File: src/adsq_defs.svh
// Constants for the sequential software-triggered converter control
// Assumes inclusion by the controller, the SAR core and the bench of this block
`ifndef ADSQ_DEFS_SVH
`define ADSQ_DEFS_SVH
// Register addresses
`define ADSQ_ADDR_MODE0 4'h0
`define ADSQ_ADDR_RESULT 4'h1
`define ADSQ_ADDR_PERCLK 4'h2
`define ADSQ_ADDR_STATUS 4'h3
`define ADSQ_ADDR_MASK 4'h4
`define ADSQ_ADDR_CHAN 4'h5
// Mode register 0 fields
`define ADSQ_BIT_START 7
`define ADSQ_BIT_CHMODE 6
`define ADSQ_BIT_ENABLE 0
// Peripheral enable register 0 field
`define ADSQ_BIT_CLKGATE 5
// Status and mask field
`define ADSQ_BIT_EOC 0
// Reset values
`define ADSQ_RST_MODE0 8'h00
`define ADSQ_RST_PERCLK 8'h00
`define ADSQ_RST_MASK 8'h00
// Result layout: value left aligned in 16 bits
`define ADSQ_RES_BITS 10
`define ADSQ_RES_SHIFT 6
// Conversion timing
`define ADSQ_CLK_MHZ 25
`define ADSQ_CONV_NS 2000
`define ADSQ_CONV_CYC ((`ADSQ_CONV_NS * `ADSQ_CLK_MHZ + 999) / 1000)
// Comparator answer lag: DAC register plus two synchroniser flops
`define ADSQ_CMP_LAG 3
`endif

File: src/adsq_pkg.sv
// Types for the sequential software-triggered converter control
// Assumes the definitions header is compiled alongside
package adsq_pkg;
  // Register bus request
  typedef struct packed {
    logic [3:0] addr;
    logic [7:0] wdata;
    logic wr;
    logic rd;
  } adsq_bus_t;
  // Converter sequencing states, one-hot
  typedef enum logic [2:0] {
    ADSQ_IDLE = 3'b001,
    ADSQ_CONV = 3'b010,
    ADSQ_DONE = 3'b100
  } adsq_state_t;
endpackage : adsq_pkg

File: src/adsq_ctrl.sv
// Software-triggered sequential converter control, select mode only
// Assumes an external comparator and DAC around the SAR trial code
`timescale 1ns/1ps
`include "adsq_defs.svh"
module adsq_ctrl #(
  parameter int RES_BITS = `ADSQ_RES_BITS,
  parameter int SETTLE_CYC = `ADSQ_CONV_CYC
) (
  // Clock and reset
  input wire logic mclk_i,
  input wire logic rst_i,
  // Register port
  input wire adsq_pkg::adsq_bus_t bus_i,
  output logic [7:0] rdata_o,
  // Analog front end
  input wire logic cmp_i,
  output logic [RES_BITS-1:0] dac_o,
  output logic [1:0] chan_sel_o,
  // Interrupt
  output logic conversion_end_irq_o
);
  import adsq_pkg::*;
  localparam int CW = $clog2(SETTLE_CYC + 1);
  typedef struct packed {
    logic [7:0] mode0;
    logic [7:0] perclk;
    logic [15:0] result;
    logic eoc_st;
    logic eoc_mask;
    logic [7:0] rdata;
    logic irq;
    logic [CW-1:0] cnt;
    adsq_state_t fsm;
    logic cmp_s1;
    logic cmp_s2;
    logic [RES_BITS-1:0] dac;
    logic [1:0] chan;
  } adsq_st_t;
  adsq_st_t st_r;
  adsq_st_t st_nxt;
  logic sar_start;
  logic [RES_BITS-1:0] sar_trial;
  logic [RES_BITS-1:0] sar_code;
  logic sar_done;
  logic run_ok;
  logic [15:0] res_word;
  logic conv_cmpl;
  // Converter may run only with clock gate, start and enable bits
  assign run_ok = st_r.perclk[`ADSQ_BIT_CLKGATE]
    & st_r.mode0[`ADSQ_BIT_START] & st_r.mode0[`ADSQ_BIT_ENABLE];
  assign sar_start = (st_r.fsm == ADSQ_CONV) && (st_r.cnt == CW'(1));
  // Completion edge: search finished while still allowed to run
  assign conv_cmpl = (st_r.fsm == ADSQ_CONV) && (st_r.cnt == '0) && sar_done
    && run_ok;
  // Ten-bit code left aligned, low six bits zero
  assign res_word = {sar_code, {`ADSQ_RES_SHIFT{1'b0}}};
  adsq_sar #(
    .BITS(RES_BITS)
  ) u_sar (
    .mclk_i(mclk_i),
    .rst_i(rst_i),
    .start_i(sar_start),
    .cmp_i(st_r.cmp_s2),
    .trial_o(sar_trial),
    .code_o(sar_code),
    .done_o(sar_done)
  );
  // Next state: registers, sequencer, interrupt
  always_comb begin
    st_nxt = st_r;
    st_nxt.cmp_s1 = cmp_i;
    st_nxt.cmp_s2 = st_r.cmp_s1;
    st_nxt.dac = sar_trial;
    st_nxt.rdata = 8'h00;
    // Select mode pins channel 0; scan mode left on channel 0 too
    st_nxt.chan = 2'h0;
    if (bus_i.rd) begin
      case (bus_i.addr)
        `ADSQ_ADDR_MODE0: st_nxt.rdata = st_r.mode0;
        `ADSQ_ADDR_RESULT: st_nxt.rdata = st_r.result[15:8];
        `ADSQ_ADDR_PERCLK: st_nxt.rdata = st_r.perclk;
        `ADSQ_ADDR_STATUS: st_nxt.rdata = {7'h00, st_r.eoc_st};
        `ADSQ_ADDR_MASK: st_nxt.rdata = {7'h00, st_r.eoc_mask};
        `ADSQ_ADDR_CHAN: st_nxt.rdata = st_r.result[7:0];
        default: st_nxt.rdata = 8'h00;
      endcase
    end
    if (bus_i.wr) begin
      case (bus_i.addr)
        `ADSQ_ADDR_MODE0: st_nxt.mode0 = bus_i.wdata;
        `ADSQ_ADDR_PERCLK: st_nxt.perclk = bus_i.wdata;
        `ADSQ_ADDR_STATUS: begin
          if (bus_i.wdata[`ADSQ_BIT_EOC]) begin
            st_nxt.eoc_st = 1'b0;
          end
        end
        `ADSQ_ADDR_MASK: st_nxt.eoc_mask = bus_i.wdata[`ADSQ_BIT_EOC];
        default: st_nxt.eoc_st = st_r.eoc_st;
      endcase
    end
    case (st_r.fsm)
      ADSQ_IDLE: begin
        if (run_ok) begin
          st_nxt.fsm = ADSQ_CONV;
          st_nxt.cnt = CW'(SETTLE_CYC);
        end
      end
      ADSQ_CONV: begin
        if (!run_ok) begin
          st_nxt.fsm = ADSQ_IDLE;
        end else if (st_r.cnt > CW'(1)) begin
          st_nxt.cnt = st_r.cnt - CW'(1);
        end else if (st_r.cnt == CW'(1)) begin
          st_nxt.cnt = '0;
        end else if (sar_done) begin
          st_nxt.fsm = ADSQ_DONE;
          st_nxt.result = res_word;
          st_nxt.eoc_st = 1'b1;
        end
      end
      ADSQ_DONE: begin
        // Sequential mode: go again while start stays set
        if (run_ok) begin
          st_nxt.fsm = ADSQ_CONV;
          st_nxt.cnt = CW'(SETTLE_CYC);
        end else begin
          st_nxt.fsm = ADSQ_IDLE;
        end
      end
      default: st_nxt.fsm = ADSQ_IDLE;
    endcase
    // Start bit drops when the clock gate is off
    if (!st_nxt.perclk[`ADSQ_BIT_CLKGATE]) begin
      st_nxt.mode0[`ADSQ_BIT_START] = 1'b0;
    end
    st_nxt.irq = st_nxt.eoc_st & st_nxt.eoc_mask;
  end
  // State register
  always_ff @(posedge mclk_i or posedge rst_i) begin
    if (rst_i) begin
      st_r <= '0;
      st_r.mode0 <= `ADSQ_RST_MODE0;
      st_r.perclk <= `ADSQ_RST_PERCLK;
      st_r.eoc_mask <= 1'b0;
      st_r.fsm <= ADSQ_IDLE;
    end else begin
      st_r <= st_nxt;
    end
  end
  assign rdata_o = st_r.rdata;
  assign dac_o = st_r.dac;
  assign chan_sel_o = st_r.chan;
  assign conversion_end_irq_o = st_r.irq;

  // Result register: changes only at completion, always left aligned
  AST_RES_HOLD: assert property (@(posedge mclk_i)
    disable iff (rst_i)
    (st_r.fsm != ADSQ_CONV) |=> $stable(st_r.result))
    else $error("result changed outside a completion");
  AST_DONE_SETS: assert property (@(posedge mclk_i)
    disable iff (rst_i)
    (st_r.fsm == ADSQ_DONE) |-> st_r.eoc_st && (st_r.result[5:0] == 6'h00))
    else $error("completion without status or alignment");
  // Sequencer: start, restart, stop and clock gate
  AST_NO_CLK: assert property (@(posedge mclk_i)
    disable iff (rst_i)
    !st_r.perclk[`ADSQ_BIT_CLKGATE] |=> (st_r.fsm != ADSQ_CONV))
    else $error("converting with clock gate off");
  AST_START: assert property (@(posedge mclk_i)
    disable iff (rst_i)
    (st_r.fsm == ADSQ_IDLE) && run_ok |=> (st_r.fsm == ADSQ_CONV))
    else $error("start bit did not start conversion");
  AST_RESTART: assert property (@(posedge mclk_i)
    disable iff (rst_i)
    (st_r.fsm == ADSQ_DONE) && run_ok |=> (st_r.fsm == ADSQ_CONV))
    else $error("sequential restart missing");
  AST_STOP: assert property (@(posedge mclk_i)
    disable iff (rst_i)
    (st_r.fsm == ADSQ_CONV) && !run_ok |=> (st_r.fsm == ADSQ_IDLE))
    else $error("conversion kept running after stop");
  AST_GATE_START: assert property (@(posedge mclk_i)
    disable iff (rst_i)
    !st_r.perclk[`ADSQ_BIT_CLKGATE] |-> !st_r.mode0[`ADSQ_BIT_START])
    else $error("start bit set with clock gate off");
  // Interrupt: level follows unmasked status
  AST_IRQ: assert property (@(posedge mclk_i)
    disable iff (rst_i)
    $rose(st_r.eoc_st) && st_r.eoc_mask |-> conversion_end_irq_o)
    else $error("interrupt not raised");
  AST_IRQ_LEVEL: assert property (@(posedge mclk_i)
    disable iff (rst_i)
    conversion_end_irq_o == (st_r.eoc_st && st_r.eoc_mask))
    else $error("interrupt level differs from masked status");
  // Status flag: a completion sets it, a write of one clears it
  AST_SET_WINS: assert property (@(posedge mclk_i)
    disable iff (rst_i)
    conv_cmpl |=> st_r.eoc_st && (st_r.fsm == ADSQ_DONE))
    else $error("completion did not set status");
  AST_CLEAR: assert property (@(posedge mclk_i)
    disable iff (rst_i)
    bus_i.wr && (bus_i.addr == `ADSQ_ADDR_STATUS)
    && bus_i.wdata[`ADSQ_BIT_EOC] && !conv_cmpl |=> !st_r.eoc_st)
    else $error("status bit not cleared by write of one");
  // Channel and data path
  AST_CHAN0: assert property (@(posedge mclk_i)
    disable iff (rst_i)
    (st_r.fsm == ADSQ_CONV) |-> (chan_sel_o == 2'h0))
    else $error("wrong channel");
  AST_RESULT: assert property (@(posedge mclk_i)
    disable iff (rst_i)
    conv_cmpl |=> (st_r.result == $past(res_word)))
    else $error("result not loaded");
endmodule : adsq_ctrl

File: src/adsq_sar.sv
// Successive approximation core: one bit decided per step, MSB first
// Assumes the comparator input is synchronised to mclk_i and answers
// a new trial code three cycles after it leaves this module
`timescale 1ns/1ps
`include "adsq_defs.svh"
module adsq_sar #(
  parameter int BITS = 10
) (
  // Clock and reset
  input wire logic mclk_i,
  input wire logic rst_i,
  // Control
  input wire logic start_i,
  input wire logic cmp_i,
  // Trial code and result
  output logic [BITS-1:0] trial_o,
  output logic [BITS-1:0] code_o,
  output logic done_o
);
  // Each decision waits out the comparator lag, else it uses a stale answer
  localparam logic [1:0] LAG = 2'(`ADSQ_CMP_LAG);
  typedef struct packed {
    logic [BITS-1:0] code;
    logic [BITS-1:0] mask;
    logic [1:0] hold;
    logic busy;
    logic done;
  } adsq_sar_st_t;
  adsq_sar_st_t st_r;
  adsq_sar_st_t st_nxt;
  // Next-state for the bit search
  always_comb begin
    st_nxt = st_r;
    st_nxt.done = 1'b0;
    if (start_i) begin
      st_nxt.code = '0;
      st_nxt.mask = {1'b1, {(BITS-1){1'b0}}};
      st_nxt.hold = LAG;
      st_nxt.busy = 1'b1;
    end else if (st_r.busy) begin
      if (st_r.hold != 2'h0) begin
        st_nxt.hold = st_r.hold - 2'h1;
      end else begin
        if (cmp_i) begin
          st_nxt.code = st_r.code | st_r.mask;
        end
        st_nxt.mask = st_r.mask >> 1;
        st_nxt.hold = LAG;
        if (st_r.mask[0]) begin
          st_nxt.busy = 1'b0;
          st_nxt.done = 1'b1;
        end
      end
    end
  end
  // State register
  always_ff @(posedge mclk_i or posedge rst_i) begin
    if (rst_i) begin
      st_r <= '0;
    end else begin
      st_r <= st_nxt;
    end
  end
  assign trial_o = st_r.code | st_r.mask;
  assign code_o = st_r.code;
  assign done_o = st_r.done;
endmodule : adsq_sar

File: config.mk
export PLATFORM = sky130hd
export DESIGN_NAME = adsq_ctrl
export DESIGN_NICKNAME = d
export VERILOG_FILES = /design/src/adsq_pkg.sv /design/src/adsq_ctrl.sv /design/src/adsq_sar.sv
export VERILOG_INCLUDE_DIRS = /design/src
export SDC_FILE = /design/constraint.sdc
export NUM_CORES = 1
export LEC_CHECK = 0
export BUFFER_PORTS_ARGS = -buffer_cell sky130_fd_sc_hd__buf_2
export CAP_MARGIN = 15
export CORE_MARGIN = 4
export CORE_UTILIZATION = 53
export DETAILED_ROUTE_END_ITERATION = 12
export PLACE_DENSITY = 0.76
export SYNTH_ARGS = -nofsm -noshare
export SYNTH_HDL_FRONTEND = slang
export SYNTH_SLANG_ARGS = --single-unit
File: constraint.sdc
create_clock -name mclk_i -period 2.4 [get_ports mclk_i]
set_clock_uncertainty 0.2 [all_clocks]
set_input_delay 0 -clock mclk_i [delete_from_list [all_inputs] [get_ports mclk_i]]
set_output_delay 0 -clock mclk_i [all_outputs]
set_load 0.005 [all_outputs]
==> key figures, run 1 <==
STA
  • Final Hold Viols: 0
  • Endpoints failing setup: 0
  • Fmax: 468 MHz
  • Final Critical Period: 2140 ps
  • RSZ-0062 raised after global routing: false
  • WHS: 62.8 ps
  • Max Transition Viols Final: 0
  • Final Cycle Share: 89.0%
  • Setup TNS Final: 0 ps

Floorplanning
  • Total die area: 8340 sq um
  • Core Area: 6760 sq um
  • Top Ports: 38
  • Die width: 91.3 microns
  • Starting density of the core: a little over half
  • Die Ht: 91.3 microns
  • Row Count: 30

Setup path
  • Crit Path Class: flop to flop
  • Reg2reg end: st_r[48]$_DFFE_PP0P_
  • Worst-path maximum fanout: 11
  • Worst path arrival time: 2170 ps
  • R2r setup slk: approximately 260 ps
  • Startpoint Class: flop
  • Worst reg2reg startpoint: st_r[17]$_DFFE_PP0P_
  • CP endpoint kind: flop
  • Worst path slowest cell: dfrtp_1
  • Reg2reg path depth: 7
  • Crit path cell chain: inv_1 > ha_1 > nor2b_1 > nand3_2 > nor2_2 > buf_4 > mux2_2
  • Req. time, crit path: 2440 ps
  • Critical Path Max Stage Delay: 410 ps

Clock network
  • Clock-pin slew on the worst setup and hold paths: ~80 ps
  • Worst skew pair latency: 350 ps
  • Post-CTS Setup Inserts: 0
  • TritonCTS buffer count: 9
  • Clk root buf: clkbuf_8
  • Clock sinks: 82
  • H-tree levels: 3
  • Post_cts resized: 0
  • Max Buffers Root-to-Sink: 2
  • TritonCTS clock tree: yes
  • Hold buffers post-CTS: 17

Layout
  • Layout cells sized above 1: 27.6%
  • NumNets Final: 384
  • Fill cells: 535
  • Post-route cell area: 4120 sq um
  • FF/Latch Area: 2050 sq um
  • Multi-input logic area: 1380 sq um
  • Most frequent cells in the layout: dfrtp_1 (81), buf_2 (35), nand2_1 (32), a21oi_1 (32), nor2_1 (29)
  • N_diodes: 0
  • Commonest non-fill, non-tap cell in the layout: dfrtp_1
  • Layout area overhead: 12.1%

Synthesis
  • Distinct cell type count after synthesis: 48
  • Sequential share of the synthesized area: 55.8%
  • Synthesized area: 3680 sq um
  • Syn avg cell area: approximately 11 sq um
  • Post-Syn Instances: 330
  • Yosys warning total: 0
  • Register bit count reported by yosys: 82
  • Ys flop type: dfrtp_1
  • Share of flip-flops with an asynchronous set or reset: 100%
  • Post-synth EDFFs: 0

Global routing
  • Overall Global Routing Usage: 17.2%
  • Overflow after GRT: 0
  • Largest net degree at the start of global routing: 83
  • Via count of the first global-routing pass: 2464
  • First-pass GRT wire length: 11400 microns
  • Initial antenna violation count: 0

Drt
  • DR iter-0 viols: 109
  • WL/cell: 15.0 microns
  • Via count: around 2400
  • Routed vias/inst: 5.32
  • Residual DRC count: 0
  • DR pass1 iterations: 4
  • Antenna-violating nets left: 0
  • Drt total wl: 6720 microns

Placed design
  • DP HPWL: 4510 microns
  • PortBufs: 35
  • Placed cell areas: 3770 sq um
  • RD Place Congestion: roughly 0.87

Power
  • PwrDens: approximately 640 nW/um^2
  • Leakage: 2.04 nW
  • Power Total: 0.00264 W
  • Peak supply drop: about 0.37 mV

Min path
  • HP Class: input pin to asynchronous set/reset pin

Status
  • Status: complete, no violations

Run
  • Max-Cap Viols: 0
-- synth_stat cells (4+ instances only) --
cell	number	area share (%)
mux2_4	10	4.1
buf_4	21	4.3
clkbuf_1	4	0.41
nand2b_1	5	0.85
nand3_1	4	0.54
nand2_1	32	3.3
a21oi_1	32	4.4
mux2_2	18	5.5
mux2i_1	8	2.2
a21o_1	4	0.82
nor2_1	29	3.0
or2_2	10	1.7
inv_1	8	0.82
dfrtp_1	81	55
buf_2	7	0.95
o21ai_0	11	1.5
-- layer usage --
metal	vias up	global-route usage [%]	share of wire [%]
li1	1179	-	-
met3	7	3.48	3.6
met4	0	8.29	1.2
met1	1167	23.2	49
met2	36	26.8	47
met5	-	0	0
-- sequential cells by signal, summed over array words and instances (netlist names) --
register	flops
rdata_o	8
st_r	38
u_sar.done_o	1
conversion_end_irq_o	1
st_nxt	1
dac_o	10
u_sar.st_r	13
u_sar.code_o	10
-- final cells by class --
type,count,share of cell area (%)
flip-flops and latches,82,49.8
clock buffers,9,3.00
well taps,80,2.43
clock inverters,7,1.33
repair buffers,55,9.22
inverters,8,0.758
multi-input cells,208,33.5
-- per-stage QoR --
| step | utilization (%) | worst slack (ps) | std cells |
|---|---|---|---|
| after CTS | 61.0 | 250 | 449 |
| final | 61.0 | 264 | 449 |
| after floorplan | - | 93.2 | 331 |
| after global routing | 61.0 | 112 | 449 |
| after global placement | 55.9 | 357 | 416 |
| after detailed placement | 55.9 | 272 | 416 |
-- cell families (layout without fill, tap and decap cells) --
kind of cell	after synthesis	after routing	synth area share [%]
adders and majority gates	3	3	1.02
AOI/OAI and AO/OA	60	60	9.56
buffers and inverters	41	79	6.77
and+or+nand+nor	106	106	14.7
muxes	36	36	11.8
DFF	82	82	55.8
other	1	2	0.102
xor gates and xnor gates	1	1	0.238
-- worst max-delay path: cells and delay by family, from the launching register on --
kind | cells | cell delay, ps
fa+ha+maj | 1 | 240
buf+inv | 2 | 320
flops | 1 | 410
mux | 1 | 350
simple gates | 3 | 510
-- worst max-delay path by stage --
stage                     depth (start not counted)                             end            startpoint  slack (ps)
after floorplan                                   1  conversion_end_irq_o$_DFF_PP0_                 rst_i          90
after global placement                            7            st_r[48]$_DFFE_PP0P_  st_r[17]$_DFFE_PP0P_         360
after detailed placement                          7            st_r[48]$_DFFE_PP0P_  st_r[17]$_DFFE_PP0P_         270
after CTS                                         7            st_r[48]$_DFFE_PP0P_  st_r[17]$_DFFE_PP0P_         250
after global routing                              7            st_r[48]$_DFFE_PP0P_  st_r[17]$_DFFE_PP0P_         110
final                                             7            st_r[48]$_DFFE_PP0P_  st_r[17]$_DFFE_PP0P_         260
-- where the power goes --
group | switching (W) | internal (W) | leakage (nW)
clock network | 0.000521 | 0.000384 | 0.0911
registers | 0.0000448 | 0.00146 | 1.11
logic | 0.000113 | 0.000122 | 0.840
No activity file was read; power rests on OpenSTA's default activity.
==> inputs of run 2 (changes only) <==
- CORE_UTILIZATION: 53 -> 45
- PLACE_DENSITY: 0.76 -> 0.66
- RECOVER_POWER: unset -> 50
==> run 2 against run 1 <==
Against the previous run:
- hold slack improved by 49 ps
- clock-buffer cell count increased by 3
- final area increased by 0.24%
- core utilization decreased by 8.4 points
- highest routed layer unchanged
- cell count increased by 4.5%
- sequential share of layout area decreased by 0.12 points
==> key figures, run 2 (synthesized netlist as in run 1, its figures left out) <==
Layout
  • Most frequent cells in the layout: dfrtp_1 (81), nand2_1 (32), a21oi_1 (32)
  • Layout area overhead: 12.4%
  • Regs by FF count: st_r x38, u_sar.st_r x13
  • Final Non-Filler Cells: 469
  • N_diodes: 0
  • Largest reg by FF count: st_r
  • Core Util, Final: 52.7%
  • Layout cells sized above 1: a little under a quarter
  • Largest register FFs: 38
  • Commonest non-fill, non-tap cell in the layout: dfrtp_1
  • NumNets Final: 384

Min path
  • HP Start: cmp_i
  • Hold path cells: 2
  • HP Class: input pin to flop

Floorplanning
  • Die Ht: 98.4 microns
  • Total die area: 9680 sq um
  • Die width: between 90 and 100 microns
  • Top Ports: 38
  • Core Area: ~7800 sq um
  • Row Count: 32
  • Starting density of the core: 46.9%

Clock network
  • Post-CTS Setup Inserts: 0
  • Clock sinks: 82
  • TritonCTS clock tree: yes
  • Clk root buf: clkbuf_8
  • Max Buffers Root-to-Sink: 2
  • Clock-pin slew on the worst setup and hold paths: 70 ps
  • H-tree levels: 3
  • Worst skew pair latency: roughly 330 ps
  • TritonCTS buffer count: 9

STA
  • Final Cycle Share: 89.2%
  • Endpoints failing setup: 0
  • Worst-Margin Slew: 1440 ps
  • Setup TNS Final: 0 ps
  • Fmax: around 470 MHz
  • RSZ-0062 raised after global routing: false
  • Final Critical Period: 2140 ps
  • Final Hold Viols: 0
  • Max Transition Viols Final: 0
  • Rel. slew slack: between 4 and 5%
  • Final setup margin: 259 ps

Global routing
  • First-pass GRT wire length: 11500 microns
  • Via count of the first global-routing pass: approximately 2400
  • Largest net degree at the start of global routing: 46
  • Overflow after GRT: 0
  • Initial antenna violation count: 0
  • Overall Global Routing Usage: between 10% and 20%

Drt
  • DR iter-0 viols: 160
  • WL/cell: approximately 14 microns
  • Via count: 2381
  • DR pass1 iterations: 4
  • Residual DRC count: 0
  • Antenna-violating nets left: 0
  • Routed vias/inst: 5.08
  • Drt total wl: around 6500 microns

Placed design
  • PortBufs: 35
  • Placed cells: around 440
  • DP HPWL: 4540 microns
  • Place WS: 280 ps
  • RD Place Congestion: 0.805

Setup path
  • CP Launch Point: st_r[17]$_DFFE_PP0P_
  • Req. time, crit path: 2420 ps
  • Worst path arrival time: 2160 ps
  • Worst reg2reg startpoint: st_r[17]$_DFFE_PP0P_
  • Worst-path maximum fanout: 11
  • Startpoint Class: flop
  • Reg2reg path depth: 7
  • CP endpoint kind: flop
  • Crit Path Class: flop to flop

Power
  • Peak supply drop: ~0.51 mV
  • Power Total: 0.00263 W
  • PwrDens: 636 nW/um^2
  • Leakage: 1.99 nW

Run
  • Max-Cap Viols: 0

Status
  • Status: complete, no violations
-- run 2: cell count changes in the layout (fill, tap and decap cells not counted) --
| cell | previous run | this run |
|---|---|---|
| buf_2 | 35 | 23 |
| clkinv_4 | 3 | 0 |
| clkbuf_1 | 0 | 12 |
| inv_1 | 7 | 8 |
| inv_8 | 1 | 0 |
| clkbuf_8 | 9 | 12 |
| clkinv_2 | 3 | 1 |
-- run 2: area by class of cell --
cell class                 count  area (sq um)
fill                         725          3710
sequential                    82          2050
multi-input combinational    208          1380
timing repair buffer          55           365
clock buffer                  12           165
tap                          102           128
inverter                       8          30.0
clock inverter                 2          12.5
-- run 2: final timing paths --
| path | end | slack, ps |
|---|---|---|
| worst max-delay path | st_r[48]$_DFFE_PP0P_ | 260 |
| worst min-delay path | st_nxt[12]$_DFF_PP0_ | 110 |
| worst max register to register | st_r[48]$_DFFE_PP0P_ | 260 |
| worst min register to register | st_r[12]$_DFF_PP0_ | 150 |
| max in group asynchronous | st_r[14]$_DFFE_PP1P_ | 620 |
| min in group asynchronous | st_r[22]$_DFFE_PP0P_ | 430 |
-- run 2: per-layer routing --
layer | global-route usage, % | share of wire [%] | up-vias
li1 | - | - | 1176
met1 | 20.5 | 49 | 1155
met2 | 22.6 | 46 | 46
met3 | 3.82 | 4.0 | 4
met4 | 4.10 | 0.78 | 0
met5 | 0 | 0 | -
-- run 2: critical path, stage by stage, from the launching register on --
cell	delay, ps
dfrtp_1	400
inv_1	100
ha_1	240
nor2b_1	270
nand3_2	130
nor2_2	120
buf_4	220
mux2_2	350
-- run 2: report_power, final --
group	leakage [nW]	switching, W	internal [W]	total [W]
sequential	1.11	0.0000445	0.00146	0.00150
clock	0.0903	0.000443	0.000448	0.000891
combinational	0.789	0.000117	0.000121	0.000238
-- run 2: what timing repair did --
action / in CTS / in global routing
hold buffers: 17 / 0
hold endpoints to repair: 65 / 0
setup endpoints to repair: 0 / 0
resized for setup: 0 / 0
-- run 2: stage by stage --
step           area, sq um  hold WS, ps
6_report              4130          112
5_1_grt               4130          131
2_1_floorplan         3680         -169
4_1_cts               4150         86.7
3_3_place_gp          3800        -91.5
3_5_place_dp          3800        -89.9
==> inputs of run 3 (changes only) <==
- BUFFER_PORTS_ARGS: -buffer_cell sky130_fd_sc_hd__buf_2 -> unset
- CTS_CLUSTER_DIAMETER: unset -> 30
- DONT_BUFFER_PORTS: unset -> 1
- PLACE_DENSITY: 0.66 -> unset
- SLEW_MARGIN: unset -> 10
==> run 3 against run 2 <==
Against the previous run:
- the flow now finishes with violations (max-capacitance violations, max-slew violations)
- clock power increased by 26%
- register-to-register slack lost 70 ps
- sequential power about the same
- hold slack worse by 110 ps
- global-route usage rose by 0.54 points
- non-clock buffer count is 25 lower
- flip-flop and latch count unchanged
- first-iteration DRC count is 33% lower
- critical endpoint is now st_r[61]$_DFFE_PP0P_
==> key figures, run 3 (synthesized netlist as in run 1, its figures left out) <==
Drt
  • WL/cell: 15.6 microns
  • Antenna-violating nets left: 0
  • DR iter-0 viols: 107
  • DR pass1 iterations: 4
  • Residual DRC count: 0
  • Routed vias/inst: 5.24
  • Via count: approximately 2300
  • Drt total wl: 6940 microns

STA
  • Final Critical Period: 2310 ps
  • Max Transition Viols Final: 43
  • Setup TNS Final: 0 ps
  • Endpoints failing setup: 0
  • Fmax: 432 MHz
  • RSZ-0062 raised after global routing: false
  • Worst-Margin Slew: 1590 ps
  • Rel. slew slack: -6.07%
  • Final Hold Viols: 0
  • Final Cycle Share: 96.4%

Layout
  • Largest register FFs: 38
  • Layout cells sized above 1: 20.1%
  • N_diodes: 0
  • NumNets Final: 359
  • Fill cells: 719
  • FF/Latch Area: between 2000 and 2500 sq um
  • Most frequent cells in the layout: dfrtp_1 (81), nand2_1 (32), a21oi_1 (32)
  • Layout area overhead: 11.7%
  • Multi-input logic area: between 1000 and 1500 sq um
  • Largest reg by FF count: st_r
  • Regs by FF count: st_r x38, u_sar.st_r x13
  • Commonest non-fill, non-tap cell in the layout: dfrtp_1

Setup path
  • Critical path's top delay family: buffers and inverters
  • CP endpoint kind: flop
  • Req. time, crit path: 2440 ps
  • Crit path cell chain: dlygate4sd3_1 > nor3_2 > nand2_1 > nor2_2 > dlygate4sd3_1 > mux2_2
  • Worst path slowest cell: dlygate4sd3_1
  • Worst-path maximum fanout: 8
  • Startpoint Class: input pin
  • WP buf/inv: 2
  • Top cell by count, worst path: dlygate4sd3_1
  • Worst path arrival time: 2350 ps
  • Critical Path Max Stage Delay: 810 ps
  • Crit Path Class: input pin to flop

Clock network
  • Clock sinks: around 80
  • TritonCTS buffer count: 9
  • Max Buffers Root-to-Sink: 2
  • Clk root buf: clkbuf_8
  • TritonCTS clock tree: yes
  • H-tree levels: 3
  • Worst skew pair latency: 350 ps
  • Post-CTS Setup Inserts: 0
  • Clock-pin slew on the worst setup and hold paths: 80 ps

Run
  • Max-Cap Viols: 1

Floorplanning
  • Core Area: 7850 sq um
  • Total die area: around 9700 sq um
  • Top Ports: 38
  • Row Count: 32
  • Die width: 98.4 microns
  • Starting density of the core: 46.9%
  • Die Ht: 98.4 microns

Min path
  • HP Class: input pin to flop

Power
  • Peak supply drop: 0.334 mV
  • PwrDens: 694 nW/um^2
  • Leakage: just under 2 nW
  • Power Total: 0.00285 W

Status
  • Violated checks: max-capacitance violations, max-slew violations
  • Status: finished with violations

Global routing
  • Via count of the first global-routing pass: 2325
  • Overall Global Routing Usage: roughly 15%
  • First-pass GRT wire length: 11700 microns
  • Initial antenna violation count: 0
  • Largest net degree at the start of global routing: 43
  • Overflow after GRT: 0

Placed design
  • PortBufs: 0
  • RD Place Congestion: 0.840
  • DP HPWL: about 4600 microns
==> run 3: cell types whose count changed in the layout (fill, tap and decap cells not counted), sizes merged <==
cell / change
buf: -23
bufinv: +2
dlygate4sd3: +7
inv: +1
clkbuf: -11
dlymetal6s4s: +1
==> run 3: metal layers <==
metal  GRT usage [%]  vias to the layer above  share of wire (%)
li1                -                     1127                  -
met1            21.9                     1137                 49
met2            21.2                       54                 44
met3            4.18                       17                4.7
met4            6.62                        0                2.3
met5               0                        -                  0
==> run 3: power by group <==
part | switching (W) | internal [W]
clock | 0.000502 | 0.000620
sequential | 0.0000445 | 0.00146
combinational | 0.000110 | 0.000118
total | 0.000657 | 0.00219
==> run 3: stage by stage <==
stage               instance area, sq um  hold WS [ps]  setup slack (ps)  cells  util, %
floorplan                           3680          -169              93.2    331        -
global placement                    3630          -179               328    405     46.3
detailed placement                  3630          -169               277    405     46.3
CTS                                 4110          26.3              25.3    446     52.3
global route                        4110          8.28              2.03    446     52.3
finish                              4110         0.764              87.3    446     52.3
==> run 3: repair_timing <==
item,4_1_cts,5_1_grt
endpoints found under the setup margin,0,1
hold buffers,25,0
hold endpoints to repair,110,0
gates resized for setup,0,4
==> run 3: layout make-up <==
class / count / area share, %
Inverter: 8 / 0.731
Multi-Input combinational cell: 208 / 33.7
Tap cell: 102 / 3.11
Sequential cell: 82 / 50.0
Clock buffer: 11 / 3.44
Clock inverter: 5 / 2.07
Timing Repair Buffer: 30 / 6.94
==> run 3: final timing paths <==
path	from	to	slack, ps	cells past startpoint
max in group asynchronous	rst_i	st_r[21]$_DFFE_PP0P_	520	3
hold / removal	bus_i[1]	st_r[55]$_DFF_PP0_	0.8	2
setup reg to reg	st_r[17]$_DFFE_PP0P_	conversion_end_irq_o$_DFF_PP0_	190	7
setup / recovery	bus_i[13]	st_r[61]$_DFFE_PP0P_	90	6
hold reg to reg	st_nxt[12]$_DFF_PP0_	st_r[12]$_DFF_PP0_	150	0
min in group asynchronous	rst_i	dac_o[0]$_DFF_PP0_	390	2
